File: src/pkg/led_info_pkg.sv
`default_nettype none
package led_info_pkg;

	typedef struct packed
	{
		logic        wr;
		logic [15:0] addr;
		logic [15:0] wdata;
	} reg_req_t;

	typedef struct packed
	{
		logic r;
		logic g;
		logic b;
	} led_t;

	localparam int NREG = 10;

	localparam int IDX_OVT  = 0;
	localparam int IDX_UVT  = 1;
	localparam int IDX_BGRN = 2;
	localparam int IDX_BRED = 3;
	localparam int IDX_BBLU = 4;
	localparam int IDX_MODE = 5;
	localparam int IDX_BSRC = 6;
	localparam int IDX_BINV = 7;
	localparam int IDX_COL  = 8;
	localparam int IDX_CLIM = 9;

	// Upper half at the printed register address, lower half at the next one
	localparam logic [15:0] REG_ADDR [0:NREG-1] = '{
		16'h0356, 16'h0358, 16'h03d0, 16'h03d2, 16'h03d4,
		16'h03ea, 16'h03f4, 16'h03f6, 16'h03f8, 16'h138c};
	localparam logic [15:0] LO_HALF_OFS = 16'h0001;

	localparam logic signed [31:0] REG_RESET [0:NREG-1] = '{
		32'h00000276, 32'h0000008c, 32'h00000000, 32'h00000000, 32'h00000000,
		32'h00000001, 32'h00000080, 32'h00000000, 32'h00000000, 32'h00000003};
	localparam logic signed [31:0] REG_MIN [0:NREG-1] = '{
		32'h0000008c, 32'h0000008c, 32'h00000000, 32'h00000000, 32'h00000000,
		32'hfffffffd, 32'h00000000, 32'h00000000, 32'h00000000, 32'h00000000};
	localparam logic signed [31:0] REG_MAX [0:NREG-1] = '{
		32'h00000276, 32'h00000276, 32'h00000009, 32'h00000009, 32'h00000009,
		32'h00000001, 32'h000000ff, 32'h00000001, 32'h00000001, 32'h0000000a};

	localparam logic signed [31:0] MODE_DARK_ALL  = 32'hfffffffd;
	localparam logic signed [31:0] MODE_DARK_ALM  = 32'hfffffffe;
	localparam logic signed [31:0] MODE_DARK_COMM = 32'hffffffff;
	localparam logic signed [31:0] MODE_IO_STATUS = 32'h00000000;
	localparam logic [7:0]         SRC_CONST_OFF  = 8'h80;

	// Timing
	localparam int CLK_PERIOD_PS  = 5000;
	localparam int MS_TICK_NS     = 1000000;
	localparam int MS_TICK_CYCLES = MS_TICK_NS * 1000 / CLK_PERIOD_PS;
	localparam int BOOT_RED_S     = 1;
	localparam int BOOT_RED_MS    = BOOT_RED_S * 1000;
	localparam int BLINK_HALF_MS  = 250;

	localparam led_t LED_OFF = 3'b000;
	localparam led_t LED_RED = 3'b100;
	localparam led_t LED_GRN = 3'b010;
	localparam led_t LED_BLU = 3'b001;

endpackage
`default_nettype wire

File: src/verilog/boot_blink_seq.sv
`default_nettype none
module boot_blink_seq
#(
	parameter int HALF_MS = led_info_pkg::BLINK_HALF_MS
)
(
	input  wire logic               clk,
	input  wire logic               nrst,
	input  wire logic               ms_tick,
	input  wire logic [3:0]         green_cnt,
	input  wire logic [3:0]         red_cnt,
	input  wire logic [3:0]         blue_cnt,
	output var  logic               active,
	output var  led_info_pkg::led_t led
);

	typedef enum logic [1:0] {ST_GREEN, ST_RED, ST_BLUE, ST_DONE} blink_state_t;

	blink_state_t state_r;
	logic [3:0]   n_r;
	logic [9:0]   ms_r;
	logic         on_r;

	localparam logic [9:0] HALF_LAST = 10'(HALF_MS - 1);

	// Counts are read live so a rewrite during the sequence counts at once
	wire logic [3:0] cur_cnt  = (state_r == ST_GREEN) ? green_cnt :
	                            (state_r == ST_RED)   ? red_cnt   : blue_cnt;
	wire logic       phase_end = (n_r >= cur_cnt);
	wire led_info_pkg::led_t cur_led = (state_r == ST_GREEN) ? led_info_pkg::LED_GRN :
	                                   (state_r == ST_RED)   ? led_info_pkg::LED_RED :
	                                                           led_info_pkg::LED_BLU;

	always_ff @(posedge clk)
	begin
		if (!nrst)
		begin
			state_r <= ST_GREEN;
			n_r     <= 4'h0;
			ms_r    <= 10'h000;
			on_r    <= 1'b0;
		end
		else if (ms_tick && state_r != ST_DONE)
		begin
			if (phase_end)
			begin
				n_r  <= 4'h0;
				ms_r <= 10'h000;
				on_r <= 1'b0;
				case (state_r)
					ST_GREEN: state_r <= ST_RED;
					ST_RED:   state_r <= ST_BLUE;
					default:  state_r <= ST_DONE;
				endcase
			end
			else if (ms_r == HALF_LAST)
			begin
				ms_r <= 10'h000;
				on_r <= ~on_r;
				if (on_r)
				begin
					n_r <= n_r + 4'h1;
				end
			end
			else
			begin
				ms_r <= ms_r + 10'h001;
			end
		end
	end

	assign active = (state_r != ST_DONE);
	assign led    = on_r ? cur_led : led_info_pkg::LED_OFF;

	chk_green_phase_end: assert property (@(posedge clk) disable iff (!nrst)
		(ms_tick && state_r == ST_GREEN && n_r >= green_cnt) |=> (state_r == ST_RED && n_r == 4'h0))
		else $error("green phase did not end at its count");
	chk_red_phase_end: assert property (@(posedge clk) disable iff (!nrst)
		(ms_tick && state_r == ST_RED && n_r >= red_cnt) |=> (state_r == ST_BLUE && !on_r))
		else $error("red phase did not end at its count");
	chk_blue_phase_end: assert property (@(posedge clk) disable iff (!nrst)
		(ms_tick && state_r == ST_BLUE && n_r >= blue_cnt) |=> (state_r == ST_DONE) [*2])
		else $error("blue phase did not end at its count");

endmodule
`default_nettype wire

File: src/verilog/led_info_param_bank.sv
`default_nettype none
module led_info_param_bank
#(
	parameter int MS_CYCLES = led_info_pkg::MS_TICK_CYCLES,
	parameter int NUM_OUT   = 256
)
(
	input  wire logic                   clk,
	input  wire logic                   nrst,
	input  wire led_info_pkg::reg_req_t req,
	output var  logic [15:0]            rdata,
	output var  logic                   wr_ack,
	output var  logic                   wr_reject,
	input  wire logic [15:0]            bus_voltage,
	input  wire logic                   alarm_in,
	input  wire logic                   comm_err,
	input  wire logic                   comm_err_clear,
	input  wire logic                   comm_activity,
	input  wire logic [NUM_OUT-1:0]     out_signals,
	output var  logic                   overvoltage_flag,
	output var  logic                   undervoltage_flag,
	output var  logic                   comm_alarm,
	output var  led_info_pkg::led_t     pwr_led,
	output var  led_info_pkg::led_t     communication_led
);

	localparam int NREG = led_info_pkg::NREG;

	logic signed [31:0] regs_r [0:NREG-1];
	logic [15:0]        hold_r;
	logic [15:0]        rdata_r;
	logic               wr_ack_r;
	logic               wr_reject_r;
	logic               ov_r;
	logic               uv_r;
	logic [3:0]         err_cnt_r;
	logic               comm_alarm_r;
	logic [31:0]        div_r;
	logic               tick_r;
	logic [10:0]        boot_ms_r;
	logic               boot_win_r;
	led_info_pkg::led_t pwr_r;
	led_info_pkg::led_t comm_r;

	logic [NREG-1:0] hi_hit;
	logic [NREG-1:0] lo_hit;
	logic [NREG-1:0] in_rng;
	logic [NREG-1:0] commit;
	logic [15:0]     rd_part [0:NREG-1];

	wire logic signed [31:0] wval = $signed({hold_r, req.wdata});

	// Upper half is staged; the whole word is checked and stored on the lower half
	genvar gi;
	generate
		for (gi = 0; gi < NREG; gi++)
		begin : g_reg
			assign hi_hit[gi]  = (req.addr == led_info_pkg::REG_ADDR[gi]);
			assign lo_hit[gi]  = (req.addr == led_info_pkg::REG_ADDR[gi] + led_info_pkg::LO_HALF_OFS);
			assign in_rng[gi]  = (wval >= led_info_pkg::REG_MIN[gi]) && (wval <= led_info_pkg::REG_MAX[gi]);
			assign commit[gi]  = req.wr && lo_hit[gi] && in_rng[gi];
			assign rd_part[gi] = hi_hit[gi] ? regs_r[gi][31:16] :
			                     lo_hit[gi] ? regs_r[gi][15:0]  : 16'h0000;

			always_ff @(posedge clk)
			begin
				if (!nrst)
				begin
					regs_r[gi] <= led_info_pkg::REG_RESET[gi];
				end
				else if (commit[gi])
				begin
					regs_r[gi] <= wval;
				end
			end
		end
	endgenerate

	logic [15:0] rdata_nxt;
	always_comb
	begin
		rdata_nxt = 16'h0000;
		for (int i = 0; i < NREG; i++)
		begin
			rdata_nxt = rdata_nxt | rd_part[i];
		end
	end

	wire logic any_hi     = |hi_hit;
	wire logic wr_ack_nxt = req.wr && (any_hi || (|commit));

	always_ff @(posedge clk)
	begin
		if (!nrst)
		begin
			hold_r      <= 16'h0000;
			rdata_r     <= 16'h0000;
			wr_ack_r    <= 1'b0;
			wr_reject_r <= 1'b0;
		end
		else
		begin
			if (req.wr && any_hi)
			begin
				hold_r <= req.wdata;
			end
			rdata_r     <= rdata_nxt;
			wr_ack_r    <= wr_ack_nxt;
			wr_reject_r <= req.wr && !wr_ack_nxt;
		end
	end

	// Voltage information flags, compared against live thresholds
	wire logic [31:0] volt_ext = {16'h0000, bus_voltage};
	wire logic ov_nxt = (volt_ext > $unsigned(regs_r[led_info_pkg::IDX_OVT]));
	wire logic uv_nxt = (volt_ext < $unsigned(regs_r[led_info_pkg::IDX_UVT]));

	// Error counter saturates so a long burst cannot wrap under the limit
	wire logic [3:0] err_lim   = regs_r[led_info_pkg::IDX_CLIM][3:0];
	wire logic [3:0] err_inc   = (err_cnt_r == 4'hf) ? err_cnt_r : err_cnt_r + 4'h1;
	wire logic [3:0] err_base  = comm_err_clear ? 4'h0 : err_cnt_r;
	wire logic [3:0] err_nxt   = comm_err ? (comm_err_clear ? 4'h1 : err_inc) : err_base;
	wire logic       alarm_nxt = (err_lim != 4'h0) && (err_nxt >= err_lim);

	always_ff @(posedge clk)
	begin
		if (!nrst)
		begin
			ov_r         <= 1'b0;
			uv_r         <= 1'b0;
			err_cnt_r    <= 4'h0;
			comm_alarm_r <= 1'b0;
		end
		else
		begin
			ov_r         <= ov_nxt;
			uv_r         <= uv_nxt;
			err_cnt_r    <= err_nxt;
			comm_alarm_r <= alarm_nxt;
		end
	end

	// Millisecond enable and the one-second boot window
	localparam logic [31:0] DIV_LAST  = 32'(MS_CYCLES - 1);
	localparam logic [10:0] BOOT_LAST = 11'(led_info_pkg::BOOT_RED_MS - 1);

	always_ff @(posedge clk)
	begin
		if (!nrst)
		begin
			div_r      <= 32'h00000000;
			tick_r     <= 1'b0;
			boot_ms_r  <= 11'h000;
			boot_win_r <= 1'b1;
		end
		else
		begin
			div_r  <= (div_r == DIV_LAST) ? 32'h00000000 : div_r + 32'h00000001;
			tick_r <= (div_r == DIV_LAST);
			if (tick_r && boot_win_r)
			begin
				boot_ms_r  <= boot_ms_r + 11'h001;
				boot_win_r <= (boot_ms_r != BOOT_LAST);
			end
		end
	end

	logic               blink_active;
	led_info_pkg::led_t blink_led;

	boot_blink_seq #(
		.HALF_MS (led_info_pkg::BLINK_HALF_MS)
	) u_blink (
		.clk       (clk),
		.nrst      (nrst),
		.ms_tick   (tick_r),
		.green_cnt (regs_r[led_info_pkg::IDX_BGRN][3:0]),
		.red_cnt   (regs_r[led_info_pkg::IDX_BRED][3:0]),
		.blue_cnt  (regs_r[led_info_pkg::IDX_BBLU][3:0]),
		.active    (blink_active),
		.led       (blink_led)
	);

	// LED selection
	wire logic signed [31:0] mode = regs_r[led_info_pkg::IDX_MODE];
	wire logic m_dark_all  = (mode == led_info_pkg::MODE_DARK_ALL);
	wire logic m_dark_alm  = (mode == led_info_pkg::MODE_DARK_ALM);
	wire logic m_dark_comm = (mode == led_info_pkg::MODE_DARK_COMM);
	wire logic m_io        = (mode == led_info_pkg::MODE_IO_STATUS);
	wire logic pwr_dark    = m_dark_all || m_dark_alm;
	wire logic alarm_act   = alarm_in || comm_alarm_r;

	wire logic white = regs_r[led_info_pkg::IDX_COL][0];
	wire led_info_pkg::led_t lit_led = '{r: white, g: 1'b1, b: white};

	// Source 128 is forced off even if a wider signal vector is wired in
	wire logic [7:0] bsel     = regs_r[led_info_pkg::IDX_BSRC][7:0];
	wire logic       bsel_ok  = (32'(bsel) < NUM_OUT) && (bsel != led_info_pkg::SRC_CONST_OFF);
	wire logic       blue_raw = bsel_ok ? out_signals[bsel] : 1'b0;
	wire logic       blue_sig = blue_raw ^ regs_r[led_info_pkg::IDX_BINV][0];
	wire led_info_pkg::led_t io_led = '{r: 1'b0, g: 1'b0, b: blue_sig};

	wire led_info_pkg::led_t pwr_norm  = alarm_act ? led_info_pkg::LED_RED : lit_led;
	wire led_info_pkg::led_t comm_norm = comm_alarm_r  ? led_info_pkg::LED_RED :
	                                     comm_activity ? lit_led : led_info_pkg::LED_OFF;

	wire led_info_pkg::led_t pwr_nxt =
		!pwr_dark                ? pwr_norm :
		boot_win_r               ? led_info_pkg::LED_RED :
		(m_dark_alm && alarm_act) ? led_info_pkg::LED_RED : led_info_pkg::LED_OFF;

	wire led_info_pkg::led_t comm_nxt =
		(pwr_dark || m_dark_comm) ? led_info_pkg::LED_OFF :
		blink_active              ? blink_led :
		m_io                      ? io_led : comm_norm;

	always_ff @(posedge clk)
	begin
		if (!nrst)
		begin
			pwr_r  <= led_info_pkg::LED_OFF;
			comm_r <= led_info_pkg::LED_OFF;
		end
		else
		begin
			pwr_r  <= pwr_nxt;
			comm_r <= comm_nxt;
		end
	end

	assign rdata             = rdata_r;
	assign wr_ack            = wr_ack_r;
	assign wr_reject         = wr_reject_r;
	assign overvoltage_flag  = ov_r;
	assign undervoltage_flag = uv_r;
	assign comm_alarm        = comm_alarm_r;
	assign pwr_led           = pwr_r;
	assign communication_led = comm_r;

	chk_ov_flag: assert property (@(posedge clk) disable iff (!nrst)
		(volt_ext > $unsigned(regs_r[led_info_pkg::IDX_OVT])) |=> overvoltage_flag)
		else $error("overvoltage flag missed");
	chk_uv_flag: assert property (@(posedge clk) disable iff (!nrst)
		(volt_ext >= $unsigned(regs_r[led_info_pkg::IDX_UVT])) |=> !undervoltage_flag)
		else $error("undervoltage flag raised above threshold");
	chk_write_applies: assert property (@(posedge clk) disable iff (!nrst)
		(req.wr && lo_hit[led_info_pkg::IDX_OVT] && in_rng[led_info_pkg::IDX_OVT])
		|=> (regs_r[led_info_pkg::IDX_OVT] == $past(wval)) && wr_ack)
		else $error("accepted write not applied");
	chk_reject_keeps: assert property (@(posedge clk) disable iff (!nrst)
		(req.wr && lo_hit[led_info_pkg::IDX_MODE] && !in_rng[led_info_pkg::IDX_MODE])
		|=> $stable(regs_r[led_info_pkg::IDX_MODE]) && wr_reject && !wr_ack)
		else $error("out of range write was stored");
	chk_alarm_limit: assert property (@(posedge clk) disable iff (!nrst)
		(err_lim == 4'h0) |=> !comm_alarm || $past(err_lim) != 4'h0)
		else $error("alarm raised while disabled");
	chk_alarm_raise: assert property (@(posedge clk) disable iff (!nrst)
		(err_lim != 4'h0 && err_cnt_r >= err_lim && !comm_err_clear) |=> comm_alarm)
		else $error("alarm missing at limit");
	chk_dark_all: assert property (@(posedge clk) disable iff (!nrst)
		(m_dark_all && !boot_win_r) |=> (pwr_led == led_info_pkg::LED_OFF)
		&& (communication_led == led_info_pkg::LED_OFF))
		else $error("LED lit in fully dark mode");
	chk_boot_red: assert property (@(posedge clk) disable iff (!nrst)
		(pwr_dark && boot_win_r) |=> (pwr_led == led_info_pkg::LED_RED))
		else $error("boot red missing in dark mode");
	chk_blue_gate: assert property (@(posedge clk) disable iff (!nrst)
		(m_io && !blink_active) |=> (communication_led == {2'b00, $past(blue_sig)}))
		else $error("blue source not shown in mode 0");
	chk_colour_norm: assert property (@(posedge clk) disable iff (!nrst)
		(!pwr_dark && !alarm_act) |=> (pwr_led == {$past(white), 1'b1, $past(white)}))
		else $error("power LED colour wrong");
	chk_uv_raise: assert property (@(posedge clk) disable iff (!nrst)
		(volt_ext < $unsigned(regs_r[led_info_pkg::IDX_UVT])) |=> undervoltage_flag)
		else $error("undervoltage flag missed");
	chk_ov_clear: assert property (@(posedge clk) disable iff (!nrst)
		(volt_ext <= $unsigned(regs_r[led_info_pkg::IDX_OVT])) |=> !overvoltage_flag)
		else $error("overvoltage flag raised below threshold");
	chk_dark_alarm: assert property (@(posedge clk) disable iff (!nrst)
		(m_dark_alm && !boot_win_r) |=> (communication_led == led_info_pkg::LED_OFF)
		&& (pwr_led == ($past(alarm_act) ? led_info_pkg::LED_RED : led_info_pkg::LED_OFF)))
		else $error("LED state wrong in alarm only dark mode");
	chk_dark_comm: assert property (@(posedge clk) disable iff (!nrst)
		m_dark_comm |=> (communication_led == led_info_pkg::LED_OFF))
		else $error("communication LED lit in its dark mode");
	chk_alarm_red: assert property (@(posedge clk) disable iff (!nrst)
		(!pwr_dark && alarm_act) |=> (pwr_led == led_info_pkg::LED_RED))
		else $error("power LED not red on alarm");
	chk_invert_blue: assert property (@(posedge clk) disable iff (!nrst)
		(m_io && !blink_active)
		|=> (communication_led.b == ($past(blue_raw) ^ $past(regs_r[led_info_pkg::IDX_BINV][0]))))
		else $error("blue inversion wrong");
	chk_source_off: assert property (@(posedge clk) disable iff (!nrst)
		(bsel == led_info_pkg::SRC_CONST_OFF) |-> !blue_raw)
		else $error("constant off source not off");
	chk_unmapped_reject: assert property (@(posedge clk) disable iff (!nrst)
		(req.wr && !(|hi_hit) && !(|lo_hit)) |=> (wr_reject && !wr_ack))
		else $error("unmapped write not refused");
	chk_clear_alarm: assert property (@(posedge clk) disable iff (!nrst)
		(comm_err_clear && !comm_err) |=> (!comm_alarm && err_cnt_r == 4'h0))
		else $error("error clear did not clear alarm");
	chk_err_set_wins: assert property (@(posedge clk) disable iff (!nrst)
		(comm_err && comm_err_clear) |=> (err_cnt_r == 4'h1))
		else $error("error lost against clear");
	chk_boot_window: assert property (@(posedge clk) disable iff (!nrst)
		!boot_win_r |=> !boot_win_r)
		else $error("boot window reopened");

endmodule
`default_nettype wire
File: config.mk
export PLATFORM = sky130hd
export DESIGN_NAME = led_info_param_bank
export DESIGN_NICKNAME = d
export VERILOG_FILES = /design/src/pkg/led_info_pkg.sv /design/src/verilog/boot_blink_seq.sv /design/src/verilog/led_info_param_bank.sv
export SDC_FILE = /design/constraint.sdc
export NUM_CORES = 1
export LEC_CHECK = 0
export BUFFER_PORTS_ARGS = -buffer_cell sky130_fd_sc_hd__buf_2
export CORE_ASPECT_RATIO = 1.5
export CORE_MARGIN = 2
export CORE_UTILIZATION = 57
export CTS_BUF_LIST = sky130_fd_sc_hd__clkbuf_16
export CTS_CLUSTER_DIAMETER = 150
export DETAILED_ROUTE_END_ITERATION = 8
export PLACE_DENSITY = 0.85
export SLEW_MARGIN = 25
export SYNTH_ARGS = -nofsm -noshare
export SYNTH_HDL_FRONTEND = slang
export SYNTH_SLANG_ARGS = --single-unit
File: constraint.sdc
create_clock -name clk -period 6.4 [get_ports clk]
set_input_delay 0.64 -clock clk [delete_from_list [all_inputs] [get_ports clk]]
set_output_delay 0.64 -clock clk [all_outputs]
set_load 0.01 [all_outputs]
======== Word level (Yosys, flattened, before mapping) ========
Memories as Yosys holds them, arrays and structs flattened.
Cells that the tools add are included.
word-level totals
  bits of input ports ..................... 311
  bits in writable memories ............... 320
  memories kept ........................... 1
  logic and storage cells ................. 232
  output and inout bits ................... 27
  register bits after elaboration ......... 109
cells by class
  reduce and logical (&&, ||, !) cells .... 50
  multiplexer cells ....................... 89
  equality and inequality tests ........... 30
  add/subtract/negate cells ............... 5
  $lt $le $gt $ge ......................... 13
  bitwise operators ....................... 22
memory list
  memory  depth  width  read ports  clocked after memory_dff  write ports  line                       source
  regs_r  10     32     10          0                         10           led_info_param_bank.sv:29  logic signed [31:0] regs_r [0:NREG-1];
operators with widths
  operator               number
  $mux 16                20
  $mux 32                10
  $eq 16x10->1 const B   18
  $or 16x16->16          9
  $le 32x5->1 const B    2
  $mux 4                 9
  $mux 1                 35
  $logic_and 1x1->1      33
  $mux 3                 11
  $add 32x1->32 const B  1
  $eq 16x13->1 const B   2
  $eq 32x1->1 const B    1
  $eq 32x18->1 const B   1
  $eq 32x2->1 const B    1
  $eq 32x3->1 const B    1
  $ge 32x1->1 const B    1
  $ge 32x3->1 const B    1
  $ge 32x9->1 const B    1
  $gt 16x32->1           1
  $le 32x11->1 const B   1
  $le 32x2->1 const B    1
  $le 32x9->1 const B    1
  $logic_not 32->1       1
  $lt 16x32->1           1
  other kinds (26)       46

======== Logic depth before layout (Yosys ltp) ========
  depth in word-level cells ............... 12
  gate-level depth with buffers ........... 13
  gate-level depth less buffers ........... 12

======== Modules after synthesis ========
From an unflattened synthesis, not the netlist that was laid out.
second synthesis, totals
  cells, all modules ...................... 1,612
  area total of the unflattened synthesis .. 20,571.0 um^2
by module, submodules not included
  module               times used  sequential area each (um^2)  area each (um^2)  cells an instance
  led_info_param_bank  1           11,451.0                     19,530.0          1,494
  boot_blink_seq       1           340.3                        1,041.0           118

======== Least setup slack after synthesis ========
No wires, ideal clock.
  path kind ............................... input to register
  start ................................... input req[25] (netlist bit)
  end ..................................... memory regs_r[8][0], enable pin
  required time ........................... 5.934 ns
  cell stages on the path ................. 7
  arrival ................................. 4.419 ns
  path slack .............................. 1.515 ns
  path buffers ............................ 1
  setup time .............................. 0.466 ns
  path through ............................ nand2_1 > or4_1 > or3_1 > nor2_2 > buf_2 > inv_1 > o21ai_0
RTL lines
  element          line                       source
  start, declared  led_info_param_bank.sv:10  input wire led_info_pkg::reg_req_t req,
  end, declared    led_info_param_bank.sv:29

==> out/metrics.csv <==
stage,metric,value,unit
run_status,status,finished clean,
setup_path,cp.required,6820,ps
logic_synthesis,avgSynthCellArea,12.19,µm²
route,first_pass_iters,7,
setup_path,cp_top_family,simple AND/OR/NAND/NOR gates,
floorplan,core-area,35000,µm²
global_routing,use_met2,59.33,%
global_routing,grt_pass1_wl,94390,µm
clock_network,cts_sinks,429,
pwr,p_int,4.607,mW
placed_design,pre_cts_ws,2370,ps
clock_network,clkTransAtPathRegs,70,ps
timing,hold_viol,0,
route,first_iter_violations,2351,
timing,worst_slack,2264,ps
timing,relSlewSlack,35.23,%
setup_path,path_common_cell,a31oi_1,
timing,setup_tns,0,ps
timing,worstMarginPinSlew,970.5,ps
route,vias,16668,
route,wire_per_inst,23.68,µm
timing,rsz0062_at_grt,no,
logic_synthesis,yosysTopAreaCellShare,47.54,%
floorplan,initial_core_util,57.76,%
layout,layout.nets,2572,
clock_network,clkLatencyLatePin,540,ps
setup_path,worstPathArrival,4560,ps
logic_synthesis,yosysWarnings,0,
logic_synthesis,yosysUniqueCellTypes,68,
setup_path,cp_cell_sequence,nor2b_1 -> nand2_1 -> o22ai_1 -> a211oi_1 -> a31oi_1 -> nor2_1 -> nor4_1 -> a31oi_1 -> xor2_1 -> o2bb2ai_1,
placed_design,dp_hpwl,48260,µm
logic_synthesis,synthFlopType,edfxtp_1,
floorplan,pin_count,338,
pwr,combPwrFrac,8.6,%
pwr,p_sw_share,23.20,%
global_routing,grt_max_degree,77,
setup_path,critPathMaxFanout,10,
global_routing,grt_overflow,0,
route,drtAntennaViolNets,0,
clock_network,cts_tree,yes,
clock_network,holdBufCountCts,0,
global_routing,use_met3,8.207,%
timing,fmax,241.8,MHz
clock_network,cts_buffers,38,
layout,multi_input_area,8721,µm²
route,viasPerCell,6.119,
timing,fin_crit_sh,64.62,%
placed_design,place_congestion,0.9848,
floorplan,die_h,234.6,µm
timing,finalHoldWorstSlack,367.3,ps
global_routing,first_global_vias,16692,
setup_path,worstSetupEndpointType,flop,
clock_network,post_cts_resized,0,
timing,finalSetupViolations,0,
timing,slew_violations,0,
floorplan,dieWidth,157.8,µm
logic_synthesis,netlist_top_cells_area,"edfxtp_1, dfxtp_1, mux4_2",
placed_design,dp.cells,2649,
logic_synthesis,synthCells,1658,
pwr,vdd_ir_drop_max,216.5,µV
logic_synthesis,synth_seq_cells,429,
logic_synthesis,syn_area,20210,µm²
layout,final_cell_area,24490,µm²
timing,layout_min_cycle_time,4136,ps
floorplan,rows,84,
global_routing,grt_antenna_before_repair,9,
placed_design,dpl_cell_area,23250,µm²
setup_path,critical_path.n_buffers_inverters,0,
clock_network,cts_root_buffer,clkbuf_16,
pwr,fin_total_pwr,5.999,mW
global_routing,busiest_layer,met2,
logic_synthesis,synth-async-reset-ratio,0,%
layout,area_delta_synth_final,21.14,%
layout,final_util,69.97,%
pwr,pwr-share-clk,37.4,%
clock_network,htreeDepth,2,
layout,drive_gt1_share,22.53,%
global_routing,grt_use_met1,36.96,%
pwr,power.switching,1.392,mW
logic_synthesis,ys_seq_area_share,58.33,%
worst_hold_path,hold_class,primary input to flop,
clock_network,clock_path_buffers,3,
logic_synthesis,synth_most_common_cell,edfxtp_1,
clock_network,post_cts_buffers,0,
setup_path,critPathMaxStageDelay,790,ps
setup_path,path_class,flop to flop,
logic_synthesis,synth_edf_count,320,
layout,nFillCells,2477,
logic_synthesis,synth_top_area_cell,edfxtp_1,
setup_path,slowest_stage,edfxtp_1,
floorplan,dieArea,37020,µm²
global_routing,grt_usage,34.56,%
placed_design,numPortBuffers,337,
pwr,p_seq_share,53.9,%
route,drt-total-wl,64500,µm
timing,skew,15.96,ps
pwr,p_leak,9.842,nW
layout,regArea,11790,µm²
layout,stdcell_count,2724,
logic_synthesis,synth_common_cells,"edfxtp_1, nor2_1, nand2_1, dfxtp_1",
route,drc,0,
run,cap_violations,0,
setup_path,crit_path_start_kind,flop,
pwr,power_density,245.0,nW/µm²
## metal layers
metal  vias to the layer above  wire length, µm
met5                         -               46
met4                         6             5212
met3                       281             7349
met2                      1253            32010
met1                      7813            19880
li1                       7315                -
## logic make-up after synthesis
kind of cell               Yosys count  share of synthesized area, %
and+or+nand+nor                    559                         13.95
DFF                                429                         58.33
buffers and inverters              153                         3.262
other                                1                       0.01855
muxes                              107                         8.789
adders and majority gates           45                         2.785
AOI/OAI and AO/OA                  318                         10.87
xor gates and xnor gates            46                         1.993
## power by group through the flow
| stage | registers, mW | logic [mW] | clock network [mW] |
|---|---|---|---|
| 3_3_place_gp | 3.28 | 0.479 | 0 |
| 4_1_cts | 3.23 | 0.495 | 2.26 |
| 3_5_place_dp | 3.29 | 0.493 | 0 |
| 2_1_floorplan | 3.25 | 0.273 | 0 |
| 5_1_grt | 3.24 | 0.555 | 2.35 |
| 6_report | 3.24 | 0.518 | 2.25 |
## worst paths after layout
kind / endpoint / startpoint / slack, ps / cells after the start
setup / recovery: communication_led[0] / regs_r[6][2] / 2260 / 10
hold / removal: err_cnt_r[2] / comm_err_clear / 370 / 2
setup reg to reg: communication_led[0] / regs_r[6][2] / 2260 / 10
hold reg to reg: div_r[0] / div_r[0] / 460 / 1
## placed cells by master, fill, tap and decap left out, types with 41 or more instances in the layout
cell type,synthesis,layout
inv_1,63,69
nand3_1,52,52
ha_1,45,45
nand2_1,125,125
edfxtp_1,320,320
o21ai_0,49,42
clkbuf_16,0,41
nand4_1,50,50
dfxtp_1,109,109
mux2i_1,47,47
and3_1,58,58
a21oi_1,63,63
mux4_2,56,56
buf_2,20,337
a22oi_1,62,62
conb_1,1,242
nor2_1,128,127
## flip-flops by register name, summed over array words and instances (netlist names), 2 cells and up
signal             cells
regs_r               320
div_r                 32
hold_r                16
rdata                 16
boot_ms_r             11
u_blink.ms_r          10
err_cnt_r              4
u_blink.n_r            4
communication_led      3
pwr_led                3
u_blink.state_r        2
## layout make-up
cell class	count	share of cell area, %
diodes	5	0.05110
clock buffers	41	4.190
clock inverters	29	0.8022
inverters	65	0.9964
multi-input cells	1317	35.61
flip-flops and latches	429	48.15
well taps	473	2.417
repair buffers	365	7.777
No activity file was read; power rests on OpenSTA's default activity.
